[config.mk]
export PLATFORM = sky130hd
export DESIGN_NAME = oam_endpoint_engine
export DESIGN_NICKNAME = d
export VERILOG_FILES = /design/src/rtl/cpu_copy_fifo.v /design/src/rtl/oam_endpoint_engine.v
export VERILOG_INCLUDE_DIRS = /design/src /design/src/rtl
export SDC_FILE = /design/constraint.sdc
export NUM_CORES = 2
export LEC_CHECK = 0
export BUFFER_PORTS_ARGS = -buffer_cell sky130_fd_sc_hd__buf_2
export CAP_MARGIN = 20
export CORE_ASPECT_RATIO = 0.8
export CORE_MARGIN = 8
export CORE_UTILIZATION = 40
export DETAILED_ROUTE_END_ITERATION = 7
export PLACE_DENSITY = 0.67
export SLEW_MARGIN = 20
export SYNTH_ARGS = -nofsm -noshare
export SYNTH_HDL_FRONTEND = slang
export SYNTH_HIERARCHICAL = 1
export SYNTH_SLANG_ARGS = --single-unit
[constraint.sdc]
create_clock -name clock -period 12.61 [get_ports clock]
set_input_delay 0 -clock clock [delete_from_list [all_inputs] [get_ports clock]]
set_output_delay 0 -clock clock [all_outputs]
set_load 0.03 [all_outputs]
[src/rtl/oam_endpoint_map.vh]
// Purpose: constants for the OAM endpoint engine
// Assumes: plain Verilog-2005
// Notes: timer selects index a vector of shared timer expiries
`ifndef OAM_ENDPOINT_MAP_VH
`define OAM_ENDPOINT_MAP_VH
`define MISS_MAX 3'h7
`define TLV_PORT_STATE 8'h02
`define TLV_IF_STATE 8'h04
`define TLV_END 8'h00
`define PATTERN_CRC_A 8'h01
`define PATTERN_CRC_B 8'h03
`define PDU_CCM 3'h1
`define PDU_TEST 3'h2
`define PDU_LOOP_REQ 3'h3
`define PDU_LOOP_REPLY 3'h4
`define FIFO_DEPTH 32
`define FIFO_FULL_LEVEL 6'h20
`endif

[src/rtl/cpu_copy_fifo.v]
// Purpose: buffer of frame handles copied or extracted to the CPU
// Assumes: single clock, asynchronous active high reset
// Notes: depth must be a power of two
`default_nettype none
module cpu_copy_fifo #(
  parameter WIDTH = 16,
  parameter DEPTH = 32,
  parameter AW = 5
)(
  input wire clock,
  input wire rst,
  input wire [WIDTH-1:0] inData,
  input wire inValid,
  output wire inReady,
  output wire [WIDTH-1:0] outData,
  output wire outValid,
  input wire outReady
);
  reg [WIDTH-1:0] mem [0:DEPTH-1];
  reg [AW:0] wrPtr;
  reg [AW:0] rdPtr;
  wire full = (wrPtr[AW] != rdPtr[AW]) && (wrPtr[AW-1:0] == rdPtr[AW-1:0]);
  wire empty = (wrPtr == rdPtr);
  assign inReady = !full;
  assign outValid = !empty;
  assign outData = mem[rdPtr[AW-1:0]];
  always @(posedge clock)
  begin
    if (inValid && !full)
      mem[wrPtr[AW-1:0]] <= inData;
  end
  always @(posedge clock or posedge rst)
  begin
    if (rst)
    begin
      wrPtr <= {(AW+1){1'b0}};
      rdPtr <= {(AW+1){1'b0}};
    end
    else
    begin
      if (inValid && !full)
        wrPtr <= wrPtr + 1'b1;
      if (outReady && !empty)
        rdPtr <= rdPtr + 1'b1;
    end
  end
endmodule
`default_nettype wire

[src/rtl/oam_endpoint_engine.v]
// Purpose: per-endpoint CCM, test and loopback PDU processing
// Assumes: pipeline presents one frame descriptor per pdu strobe
// Notes: all status and counters are plain ports
// Notes on behaviour
// Port and interface status TLVs accepted only as leading TLVs.
// Other TLV before status TLV stops parsing, flags non-zero end.
// Store status TLV values; change sets sticky and optional irq.
// Three-bit miss count increments on timer, clears on valid CCM.
// Continuity timer select picks the timer and checks Continuity_timer_select.
// Miss count at seven raises the continuity loss defect.
// Any defect change sets the continuity loss sticky flag.
// Miss count saturates instead of wrapping.
// Valid CCM during defect clears defect and sets sticky.
// Insert-next flag turns next Tx CCM into CCM-LM, then clears.
// Insert-next set by CPU or by selected LM timer expiry.
// Software keeps one of test, loopback, sequence modes active.
// Test hw disabled: statistics only, frame untouched.
// Loop request and reply have own enables; off means stats only.
// PDU and loss counting gated by their count enables.
// Tx test writes tx ID if enabled, always increments it.
// Tx loop request writes tx ID if enabled, always increments.
// Rx test: sticky, compare with rx ID plus one, store, count.
// Extract next one-shot or copy-all for Rx test and reply.
// Verify leading TEST TLV CRC, patterns 1 and 3, count fails.
// Rx loop request: sticky, inject reply if enabled, copy option.
// Count each transmitted valid loop reply.
// Rx reply: compare ID plus one, flag, count, store, still valid.
// Reply TLV check has own enable; skipped in MPLS-TP mode.
`default_nettype none
`include "oam_endpoint_map.vh"
module oam_endpoint_engine #(
  parameter CW = 32,
  parameter TW = 8,
  parameter FW = 16
)(
  input wire clock,
  input wire rst,
  input wire pduValid,
  input wire pduIsRx,
  input wire [2:0] pduType,
  input wire pduOk,
  input wire [31:0] pduSeq,
  input wire [2:0] pduPeriod,
  input wire [7:0] tlvType0,
  input wire [7:0] tlvValue0,
  input wire [7:0] tlvType1,
  input wire [7:0] tlvValue1,
  input wire [7:0] testPattern,
  input wire tlvCrcGood,
  input wire [FW-1:0] frameHandle,
  output reg pduReady,
  input wire [TW-1:0] timerExpire,
  input wire [2:0] continuity_timer_select,
  input wire [2:0] lm_insert_timer_select,
  input wire cpuSetInsertNext,
  input wire ccmHwEn,
  input wire test_pdu_hw_en,
  input wire loop_request_hw_en,
  input wire loop_reply_hw_en,
  input wire test_pdu_count_en,
  input wire test_loss_count_en,
  input wire loopCountEn,
  input wire loopLossCountEn,
  input wire test_seq_write_en,
  input wire loop_request_seq_write_en,
  input wire test_cpu_copy_en,
  input wire loop_request_cpu_copy_en,
  input wire loop_reply_cpu_copy_en,
  input wire setExtractNext,
  input wire test_tlv_check_en,
  input wire reply_tlv_check_en,
  input wire mplsTpMode,
  input wire auto_reply_en,
  input wire continuity_loss_irq_en,
  input wire port_state_irq_en,
  input wire if_state_irq_en,
  input wire clearFlags,
  output reg [2:0] continuity_miss_count,
  output reg continuity_loss_defect,
  output reg continuity_loss_flag,
  output reg lm_insert_next_flag,
  output reg [7:0] last_port_state_value,
  output reg [7:0] last_if_state_value,
  output reg port_state_change_flag,
  output reg if_state_change_flag,
  output reg endTlvFlag,
  output reg periodErrorFlag,
  output reg irq,
  output reg [31:0] tx_transaction_id,
  output reg [31:0] rx_transaction_id,
  output reg transaction_error_flag,
  output reg test_rx_flag,
  output reg loop_request_rx_flag,
  output reg loop_reply_rx_flag,
  output reg extract_next_test_frame,
  output reg [CW-1:0] reply_rx_valid_count,
  output reg [CW-1:0] sequence_error_count,
  output reg [CW-1:0] tlv_check_fail_count,
  output reg [CW-1:0] reply_tx_count,
  output reg [CW-1:0] oamTxCount,
  output reg [CW-1:0] oamRxCount,
  output reg [CW-1:0] lossTxCount,
  output reg [CW-1:0] lossRxCount,
  output reg editValid,
  output reg editSeqWrite,
  output reg [31:0] editSeq,
  output reg editLmInsert,
  output reg injectReply,
  output reg [FW-1:0] cpuHandle,
  output reg cpuValid,
  input wire cpuReady
);
  wire rxv = pduValid && pduReady && pduIsRx && pduOk;
  wire txv = pduValid && pduReady && !pduIsRx && pduOk;
  wire isCcm = (pduType == `PDU_CCM);
  wire isTest = (pduType == `PDU_TEST);
  wire isReq = (pduType == `PDU_LOOP_REQ);
  wire isRep = (pduType == `PDU_LOOP_REPLY);
  wire rxCcm = rxv && isCcm && (pduPeriod == continuity_timer_select);
  wire locTick = timerExpire[continuity_timer_select];
  wire lmTick = timerExpire[lm_insert_timer_select];
  function isStatus;
    input [7:0] t;
    begin
      isStatus = (t == `TLV_PORT_STATE) || (t == `TLV_IF_STATE);
    end
  endfunction
  function [CW-1:0] bump;
    input [CW-1:0] v;
    input en;
    begin
      bump = en ? v + 1'b1 : v;
    end
  endfunction
  // Only the first two TLVs are inspected; a status TLV later is ignored
  wire lead0 = isStatus(tlvType0);
  wire lead1 = lead0 && isStatus(tlvType1) && (tlvType1 != tlvType0);
  wire badOrder = !lead0 && tlvType0 != `TLV_END && isStatus(tlvType1);
  wire portSeen = (lead0 && tlvType0 == `TLV_PORT_STATE) ||
    (lead1 && tlvType1 == `TLV_PORT_STATE);
  wire [7:0] portVal = (tlvType0 == `TLV_PORT_STATE) ? tlvValue0 : tlvValue1;
  wire ifSeen = (lead0 && tlvType0 == `TLV_IF_STATE) ||
    (lead1 && tlvType1 == `TLV_IF_STATE);
  wire [7:0] ifVal = (tlvType0 == `TLV_IF_STATE) ? tlvValue0 : tlvValue1;
  wire seqMatch = (pduSeq == rx_transaction_id + 32'h00000001);
  wire patOk = (testPattern == `PATTERN_CRC_A) ||
    (testPattern == `PATTERN_CRC_B);
  wire tlvFail = !tlvCrcGood && patOk && (tlvType0 != `TLV_END) &&
    ((isTest && test_tlv_check_en) ||
     (isRep && reply_tlv_check_en && !mplsTpMode));
  wire cntEn = isTest ? test_pdu_count_en : loopCountEn;
  wire lossEn = isTest ? test_loss_count_en : loopLossCountEn;
  wire seqPdu = isTest || isReq || isRep;
  wire wantCopy = rxv && ((isTest && (test_cpu_copy_en ||
    extract_next_test_frame)) || (isRep && (loop_reply_cpu_copy_en ||
    extract_next_test_frame)) || (isReq && loop_request_cpu_copy_en) ||
    (isCcm && badOrder));
  wire fifoInReady;
  wire [FW-1:0] fifoOut;
  wire fifoOutValid;
  cpu_copy_fifo #(.WIDTH(FW), .DEPTH(`FIFO_DEPTH), .AW(5)) copyFifo (
    .clock(clock),
    .rst(rst),
    .inData(frameHandle),
    .inValid(wantCopy),
    .inReady(fifoInReady),
    .outData(fifoOut),
    .outValid(fifoOutValid),
    // Pop exactly when the output register loads, so no handle shows twice
    .outReady(!cpuValid)
  );
  // Fill level kept beside the buffer so ready can fall ahead of it
  reg [5:0] fill;
  wire push = wantCopy && fifoInReady;
  wire pop = fifoOutValid && !cpuValid;
  wire [5:0] next_fill = fill + {5'h00, push} - {5'h00, pop};
  wire [2:0] next_miss = rxCcm ? 3'h0 : (locTick &&
    continuity_miss_count != `MISS_MAX) ? continuity_miss_count + 3'h1 :
    continuity_miss_count;
  wire next_defect = (next_miss == `MISS_MAX);
  always @(posedge clock or posedge rst)
  begin
    if (rst)
    begin
      pduReady <= 1'b0;
      fill <= 6'h00;
      continuity_miss_count <= 3'h0;
      continuity_loss_defect <= 1'b0;
      continuity_loss_flag <= 1'b0;
      lm_insert_next_flag <= 1'b0;
      last_port_state_value <= 8'h00;
      last_if_state_value <= 8'h00;
      port_state_change_flag <= 1'b0;
      if_state_change_flag <= 1'b0;
      endTlvFlag <= 1'b0;
      periodErrorFlag <= 1'b0;
      irq <= 1'b0;
      tx_transaction_id <= 32'h00000000;
      rx_transaction_id <= 32'h00000000;
      transaction_error_flag <= 1'b0;
      test_rx_flag <= 1'b0;
      loop_request_rx_flag <= 1'b0;
      loop_reply_rx_flag <= 1'b0;
      extract_next_test_frame <= 1'b0;
      reply_rx_valid_count <= {CW{1'b0}};
      sequence_error_count <= {CW{1'b0}};
      tlv_check_fail_count <= {CW{1'b0}};
      reply_tx_count <= {CW{1'b0}};
      oamTxCount <= {CW{1'b0}};
      oamRxCount <= {CW{1'b0}};
      lossTxCount <= {CW{1'b0}};
      lossRxCount <= {CW{1'b0}};
      editValid <= 1'b0;
      editSeqWrite <= 1'b0;
      editSeq <= 32'h00000000;
      editLmInsert <= 1'b0;
      injectReply <= 1'b0;
      cpuHandle <= {FW{1'b0}};
      cpuValid <= 1'b0;
    end
    else
    begin
      // Ready falls at the edge that fills the buffer, so a back to back
      // descriptor never meets a full buffer and loses its copy
      fill <= next_fill;
      pduReady <= (next_fill != `FIFO_FULL_LEVEL);
      irq <= (continuity_loss_flag && continuity_loss_irq_en) ||
        (port_state_change_flag && port_state_irq_en) ||
        (if_state_change_flag && if_state_irq_en);
      continuity_miss_count <= next_miss;
      continuity_loss_defect <= next_defect;
      // Set wins over clear on every sticky flag
      if (clearFlags)
      begin
        continuity_loss_flag <= 1'b0;
        port_state_change_flag <= 1'b0;
        if_state_change_flag <= 1'b0;
        endTlvFlag <= 1'b0;
        periodErrorFlag <= 1'b0;
        transaction_error_flag <= 1'b0;
        test_rx_flag <= 1'b0;
        loop_request_rx_flag <= 1'b0;
        loop_reply_rx_flag <= 1'b0;
      end
      if (next_defect != continuity_loss_defect)
        continuity_loss_flag <= 1'b1;
      if (rxv && isCcm && pduPeriod != continuity_timer_select)
        periodErrorFlag <= 1'b1;
      if (rxCcm && badOrder)
        endTlvFlag <= 1'b1;
      if (rxCcm && portSeen && !badOrder)
      begin
        last_port_state_value <= portVal;
        if (portVal != last_port_state_value)
          port_state_change_flag <= 1'b1;
      end
      if (rxCcm && ifSeen && !badOrder)
      begin
        last_if_state_value <= ifVal;
        if (ifVal != last_if_state_value)
          if_state_change_flag <= 1'b1;
      end
      editValid <= pduValid && pduReady;
      editSeqWrite <= 1'b0;
      editLmInsert <= 1'b0;
      editSeq <= tx_transaction_id;
      injectReply <= 1'b0;
      if (txv && isCcm && ccmHwEn && lm_insert_next_flag)
      begin
        editLmInsert <= 1'b1;
        lm_insert_next_flag <= 1'b0;
      end
      if (cpuSetInsertNext || lmTick)
        lm_insert_next_flag <= 1'b1;
      if (txv && ((isTest && test_pdu_hw_en) || (isReq && loop_request_hw_en)))
      begin
        tx_transaction_id <= tx_transaction_id + 32'h00000001;
        editSeqWrite <= isTest ? test_seq_write_en :
          loop_request_seq_write_en;
      end
      if (txv && isRep)
        reply_tx_count <= reply_tx_count + 1'b1;
      if (pduValid && pduReady && !pduIsRx && seqPdu)
        oamTxCount <= bump(oamTxCount, cntEn);
      if (pduValid && pduReady && pduIsRx && seqPdu)
        oamRxCount <= bump(oamRxCount, cntEn);
      if (txv && seqPdu)
        lossTxCount <= bump(lossTxCount, lossEn);
      if (rxv && seqPdu)
        lossRxCount <= bump(lossRxCount, lossEn);
      if (rxv && isTest)
        test_rx_flag <= 1'b1;
      if (rxv && isReq)
      begin
        loop_request_rx_flag <= 1'b1;
        injectReply <= loop_request_hw_en && auto_reply_en;
      end
      if (rxv && isRep)
        loop_reply_rx_flag <= 1'b1;
      if (rxv && ((isTest && test_pdu_hw_en) || (isRep && loop_reply_hw_en)))
      begin
        rx_transaction_id <= pduSeq;
        reply_rx_valid_count <= reply_rx_valid_count + 1'b1;
        if (!seqMatch)
        begin
          transaction_error_flag <= 1'b1;
          sequence_error_count <= sequence_error_count + 1'b1;
        end
        if (tlvFail)
          tlv_check_fail_count <= tlv_check_fail_count + 1'b1;
      end
      if (rxv && (isTest || isRep) && extract_next_test_frame)
        extract_next_test_frame <= 1'b0;
      if (setExtractNext)
        extract_next_test_frame <= 1'b1;
      if (cpuValid && cpuReady)
        cpuValid <= 1'b0;
      else if (fifoOutValid && !cpuValid)
      begin
        cpuValid <= 1'b1;
        cpuHandle <= fifoOut;
      end
    end
  end
endmodule
`default_nettype wire

# ---- Word level (Yosys, flattened, before mapping)
# Memory sizes are Yosys's and may differ from the RTL's. A register that Yosys moved wholly into a read port is not among the register bits.
# Index checks and enable logic that the tools add are counted.
dict set report classes {
  n_div 0
  addsub 15
  reduce_logical 103
  bitwise 2
  multipliers 0
  n_shift 0
  magnitude_cmp 2
  n_eq_ne 23
  muxes 38
}
# op count
set op_table {}
lappend op_table {{adder 32 x 1 -> 32 bit, second input constant} 10}
lappend op_table {{logical AND 1 bit} 59}
lappend op_table {{equality test 32 bit} 1}
lappend op_table {{2-to-1 mux 1 bit} 32}
lappend op_table {{equality test 8 x 2 -> 1 bit, second input constant} 3}
lappend op_table {{!= test 8 bit} 3}
lappend op_table {{logical OR 1 bit} 19}
lappend op_table {{nonzero test 2 bit} 9}
lappend op_table {{equality test 8 x 3 -> 1 bit, second input constant} 2}
lappend op_table {{2-to-1 mux 8 bit} 2}
lappend op_table {{AND reduction 2 bit} 7}
lappend op_table {{adder 6 x 1 -> 6 bit, second input constant} 2}
lappend op_table {{equality test 8 x 1 -> 1 bit, second input constant} 1}
lappend op_table {{zero test 1 bit} 8}
lappend op_table {{< comparator 3 x 4 -> 1 bit, second input constant} 2}
lappend op_table {{nonzero test 8 bit} 1}
lappend op_table {{adder 6 x 1 -> 6 bit} 1}
lappend op_table {{binary-select mux 1 bit (select 3 bit)} 2}
lappend op_table {{equality test 3 x 2 -> 1 bit, second input constant} 2}
lappend op_table {{equality test 3 bit, second input constant} 2}
lappend op_table {{equality test 6 bit} 1}
lappend op_table {{2-to-1 mux 3 bit} 2}
lappend op_table {{!= test 6 bit, second input constant} 1}
lappend op_table {{subtractor 6 x 1 -> 6 bit} 1}
lappend op_table {{other kinds (8)} 10}
dict set report word_totals {
  inputBits 138
  out_inout_bits 406
  memories 1
  ramBits 512
  romBits 0
  register_bits 408
  latch_bits 0
  word_cells 220
}
# memory words word_bits rd rd_clocked_by_memory_dff write_ports line_no
set mem_list {}
lappend mem_list {copyFifo.mem 32 16 1 1 1 cpu_copy_fifo.v:19} ;# reg [WIDTH-1:0] mem [0:DEPTH-1];

# ---- Depth between registers and ports, before layout
dict set report depth {
  ltp_word 12
  depth_mapped 17
  depth_no_buf 15
}

# ---- By module
# Netlist, hierarchy kept.
# module seq_area_each_um2 area_per_inst_um2 cells_per_inst n_inst
set by_module_without_submodules {}
lappend by_module_without_submodules {cpu_copy_fifo 15675.0 20186.9 947 1}
lappend by_module_without_submodules {oam_endpoint_engine 10309.9 18770.5 1651 1}

# ---- Worst setup path before layout
# OpenSTA, ideal clock, no wires.
dict set report synth_path {
  kind {register to register}
  start {reg rx_transaction_id[2]}
  end {reg sequence_error_count[1]}
  path_stages_with_launch 11
  path_buffers 2
  period_less_slack_ns 3.632
  setup_time_ns 0.128
  required_ns 12.482
  t_arrival_ns 3.505
  path_slack_ns 8.978
  cell_sequence {dfrtp_1 > buf_2 > nand4_4 > nor4_4 > nand4_1 > or4_1 > a2111o_1 > or4_1 > buf_2 > nand2_1 > mux2_1}
}
dict set report synth_between {
  elab_chain_len 4
}
# item line_no
set synth_lines {}
lappend synth_lines {{start: declaration} oam_endpoint_engine.v:90} ;# output reg [31:0] rx_transaction_id,
lappend synth_lines {{start signal: assignment} oam_endpoint_engine.v:302} ;# rx_transaction_id <= pduSeq;
lappend synth_lines {{adder 32 x 1 -> 32 bit} oam_endpoint_engine.v:145} ;# wire seqMatch = (pduSeq == rx_transaction_id + 32'h00000001);
lappend synth_lines {{equality test 32 bit} oam_endpoint_engine.v:145}
lappend synth_lines {{NOT 1 bit (no source line)} n/a}
lappend synth_lines {{AND reduction 2 bit (no source line)} n/a}
lappend synth_lines {{end signal: assignment} oam_endpoint_engine.v:206} ;# sequence_error_count <= {CW{1'b0}};
lappend synth_lines {{end signal: assignment} oam_endpoint_engine.v:307} ;# sequence_error_count <= sequence_error_count + 1'b1;
lappend synth_lines {{end: declaration} oam_endpoint_engine.v:97} ;# output reg [CW-1:0] sequence_error_count,
# Every way passes these cells.
# A chain may end at the register's enable or synchronous reset.

# ---- Worst setup path in the final report
dict set report layout_path {
  start {reg copyFifo.rdPtr[1]}
  end {reg cpuHandle[7] (read register of copyFifo.mem)}
}
dict set report layout_between {
  elab_chain_len 4
}
# item line_no
set layout_lines {}
lappend layout_lines {{start: declaration} cpu_copy_fifo.v:21} ;# reg [AW:0] rdPtr;
lappend layout_lines {{start signal: assignment} cpu_copy_fifo.v:37} ;# rdPtr <= {(AW+1){1'b0}};
lappend layout_lines {{start signal: assignment} cpu_copy_fifo.v:44} ;# rdPtr <= rdPtr + 1'b1;
lappend layout_lines {{equality test 6 bit} cpu_copy_fifo.v:23} ;# wire empty = (wrPtr == rdPtr);
lappend layout_lines {{zero test 1 bit} cpu_copy_fifo.v:25} ;# assign outValid = !empty;
lappend layout_lines {{logical AND 1 bit} oam_endpoint_engine.v:318} ;# else if (fifoOutValid && !cpuValid)
lappend layout_lines {{AND reduction 2 bit (no source line)} n/a}
lappend layout_lines {{end: declaration} oam_endpoint_engine.v:109} ;# output reg [FW-1:0] cpuHandle,
# Parallel ways exist; a longest one is shown, timed or not.

==> run_results.csv <==
group,metric,value,unit
run_status,status,"completed",
final_layout,layout_commonest_cell,"buf_2",
final_layout,post-route-util,49.3,%
worst_setup_path,worstSetupPathType,"flip-flop to flip-flop",
flow_run,drv_cap,0,
synthesis,synth_top_family_by_area,"multiplexers",
worst_setup_path,startpoint,"copyFifo/rdPtr[1]",
clock_tree,cts-root-buf,"clkbuf_16",
power,swShare,31.3,%
synthesis,synthSimpleGateAreaFrac,9.06,%
synthesis,post_synth_num_cell_types,70,
synthesis,synthMuxAreaShare,9.86,%
synthesis,synth_seq_cells,936,
worst_setup_path,start_kind,"flip-flop",
synthesis,synth-xor-area-share,8.42,%
drt,vias_per_cell,5.28,
timing,final.min_clock_period,4500,ps
timing,tns,0,ps
clock_tree,clkTransAtPathRegs,70,ps
drt,antenna_left,0,
synthesis,ys.flop_type,"edfxtp_1",
drt,routedWlPerCell,23.0,um
synthesis,synth_area_per_cell,15.0,um2
timing,rsz0062_at_grt,"false",
synthesis,yosysTopAreaCellShare,39.5,%
synthesis,yosysWarnings,6,
power,p_switching,2.65,mW
drt,dr.pass1.iters,5,
floorplanning,io_pins,544,
timing,finalClockSkew,29.4,ps
worst_hold_path,hp-class,"primary input to flip-flop",
drt,drc_errors,0,
synthesis,synth_edf_count,512,
synthesis,synth.area.top_cells,"edfxtp_1, dfrtp_1, xnor2_1",
grt,grt-ovfl-total,0,
timing,drv_slew,0,
power,clockPowerShare,33.2,%
floorplanning,coreArea,96600,um2
worst_setup_path,crit_arrival,5020,ps
place,pre_cts_ws,8110,ps
power,combPwrFrac,24.5,%
floorplanning,dieArea,108000,um2
synthesis,synth_fa_ha_area_share,0.790,%
worst_setup_path,cp-end-kind,"flip-flop",
final_layout,drive_gt1_share,27.8,%
final_layout,layout.nets,3481,
final_layout,syn_to_final_growth,22.3,%
synthesis,yosysTopAreaCell,"edfxtp_1",
place,io_buffer_count,542,
clock_tree,cts_tree,"built",
grt,grt_max_degree,88,
timing,fmax,0.222,GHz
place,gp_congestion,0.954,
synthesis,ys_seq_area_share,66.7,%
clock_tree,cts_buffers,94,
worst_hold_path,min_from,"testPattern[2]",
worst_setup_path,cp.required,13130,ps
floorplanning,dieHeight,295,um
grt,antenna_found_initial,10,
clock_tree,clock_latency,660,ps
timing,finalWorstSetupSlack,8110,ps
grt,grt_pass1_vias,24000,
synthesis,syn_nets,2760,
grt,grt_usage,19.5,%
clock_tree,htreeDepth,3,
timing,setup_violations,0,
grt,grt_pass1_wl,160000,um
synthesis,synthArstFlopShare,45.3,%
worst_setup_path,cp_max_fo,56,
timing,max_slew_margin,25.3,%
synthesis,synth-compound-area-share,3.53,%
floorplanning,rows,102,
worst_setup_path,worst_r2r_startpoint,"copyFifo/rdPtr[1]",
power,pwr_density_cell,178,nW/um2
power,ir_drop,0.000134,V
power,p_leak,19.8,nW
place,hpwl,74600,um
clock_tree,cts_num_sinks,936,
synthesis,synthCells,2598,
clock_tree,cts.path.max_buffers,3,
power,internal-power,5.83,mW
timing,fin_crit_sh,35.7,%
drt,vias,24800,
clock_tree,cts_resized,0,
power,p_seq_share,42.3,%
floorplanning,start_util,40.3,%
final_layout,layout_common_cells,"buf_2, edfxtp_1, dfrtp_1, xnor2_1, nand2_1",
synthesis,syn-cell-area,39000,um2
timing,worst_slew_pin_slew,1090,ps
drt,routed_wirelength,108000,um
timing,final-hold-violation-count,0,
floorplanning,die_w,365,um
final_layout,fill_cells,8185,
drt,dr.first_iter.drc_count,2189,
routing by layer:
metal | global-route usage [%] | share of wire [%] | up-vias
met2 | 31.0 | 47 | 897
met4 | 7.87 | 4.2 | 0
met1 | 25.6 | 40 | 12600
li1 | - | - | 11200
met5 | 0 | 0 | -
met3 | 4.82 | 9.1 | 205
worst paths after layout:
path / to / slack (ps) / cells past startpoint
worst max-delay path: cpuHandle[7] / 8110 / 6
worst min register to register: editSeq[28] / 420 / 0
max in group asynchronous: oamTxCount[18] / 9570 / 6
min in group asynchronous: cpuHandle[2] / 670 / 4
worst max register to register: cpuHandle[7] / 8110 / 6
worst min-delay path: tlv_check_fail_count[2] / 40 / 5
area by class of cell:
| cell class | instances | area [um2] | area share [%] |
|---|---|---|---|
| repair buffers | 712 | 4280 | 8.98 |
| clock inverters | 43 | 460 | 0.967 |
| diodes | 9 | 22.5 | 0.0473 |
| well taps | 1300 | 1630 | 3.41 |
| flip-flops and latches | 936 | 26000 | 54.6 |
| multi-input cells | 1523 | 12400 | 25.9 |
| inverters | 52 | 203 | 0.425 |
| clock buffers | 131 | 2700 | 5.66 |
power groups by stage:
stage	Sequential (mW)	Clock, mW	Combinational [mW]
global placement	3.64	0	2.04
floorplan	3.74	0	1.24
detailed placement	3.65	0	2.06
finish	3.59	2.82	2.08
global route	3.61	3.01	2.24
CTS	3.59	2.88	2.10
critical path, cell delays in order, from the launching register on:
cell       delay (ps)
dfrtp_4          1060
buf_4             860
mux4_2            600
a22o_1            320
a2111oi_0         940
a21oi_1           240
mux2_2            340
through the flow:
stage	hold slack, ps	power [mW]	cells	area, um2
after floorplan	-135	4.98	2598	39000
after global placement	144	5.68	4408	43300
after detailed placement	123	5.71	4408	43300
after CTS	1.20	8.57	4697	47600
after global routing	47.1	8.86	4703	47600
final	36.0	8.49	4706	47600
kinds of logic after synthesis:
kind of cell    count (synthesis)
mux                           250
xor+xnor                      373
fa+ha+maj                      24
flops                         936
simple gates                  680
buf+inv                       139
compound gates                196
timing repair:
item / CTS / global route
buffers inserted: 0 / 0
hold buffers: 115 / 0
endpoints found under the hold margin: 693 / 0
synth_stat cells, drive strengths merged (3+ instances only):
cell,number
mux2,70
nor4b,3
buf,48
o21ai,28
nor2,135
a2111oi,16
nand2,142
a31oi,3
dfrtp,424
nor4,14
and4,18
nor2b,8
a22o,16
or2,3
nor3,32
o221ai,17
or4,4
a22oi,17
mux4,100
a21o,6
a21oi,49
clkbuf,39
xnor2,264
or3,6
nand4,94
and2,8
nand3,122
inv,52
and3,62
o22ai,23
nand3b,9
xor2,108
edfxtp,512
ha,23
nand2b,8
nor3b,4
mux2i,80
registers in the layout (all words and copies together) (netlist names), 16 cells and up:
name	count
oamRxCount	32
reply_rx_valid_count	32
editSeq	32
lossTxCount	32
tx_transaction_id	32
reply_tx_count	32
sequence_error_count	32
lossRxCount	32
rx_transaction_id	32
cpuHandle	16
oamTxCount	32
copyFifo/mem	512
tlv_check_fail_count	32
Power figures use the tool's default switching activity.
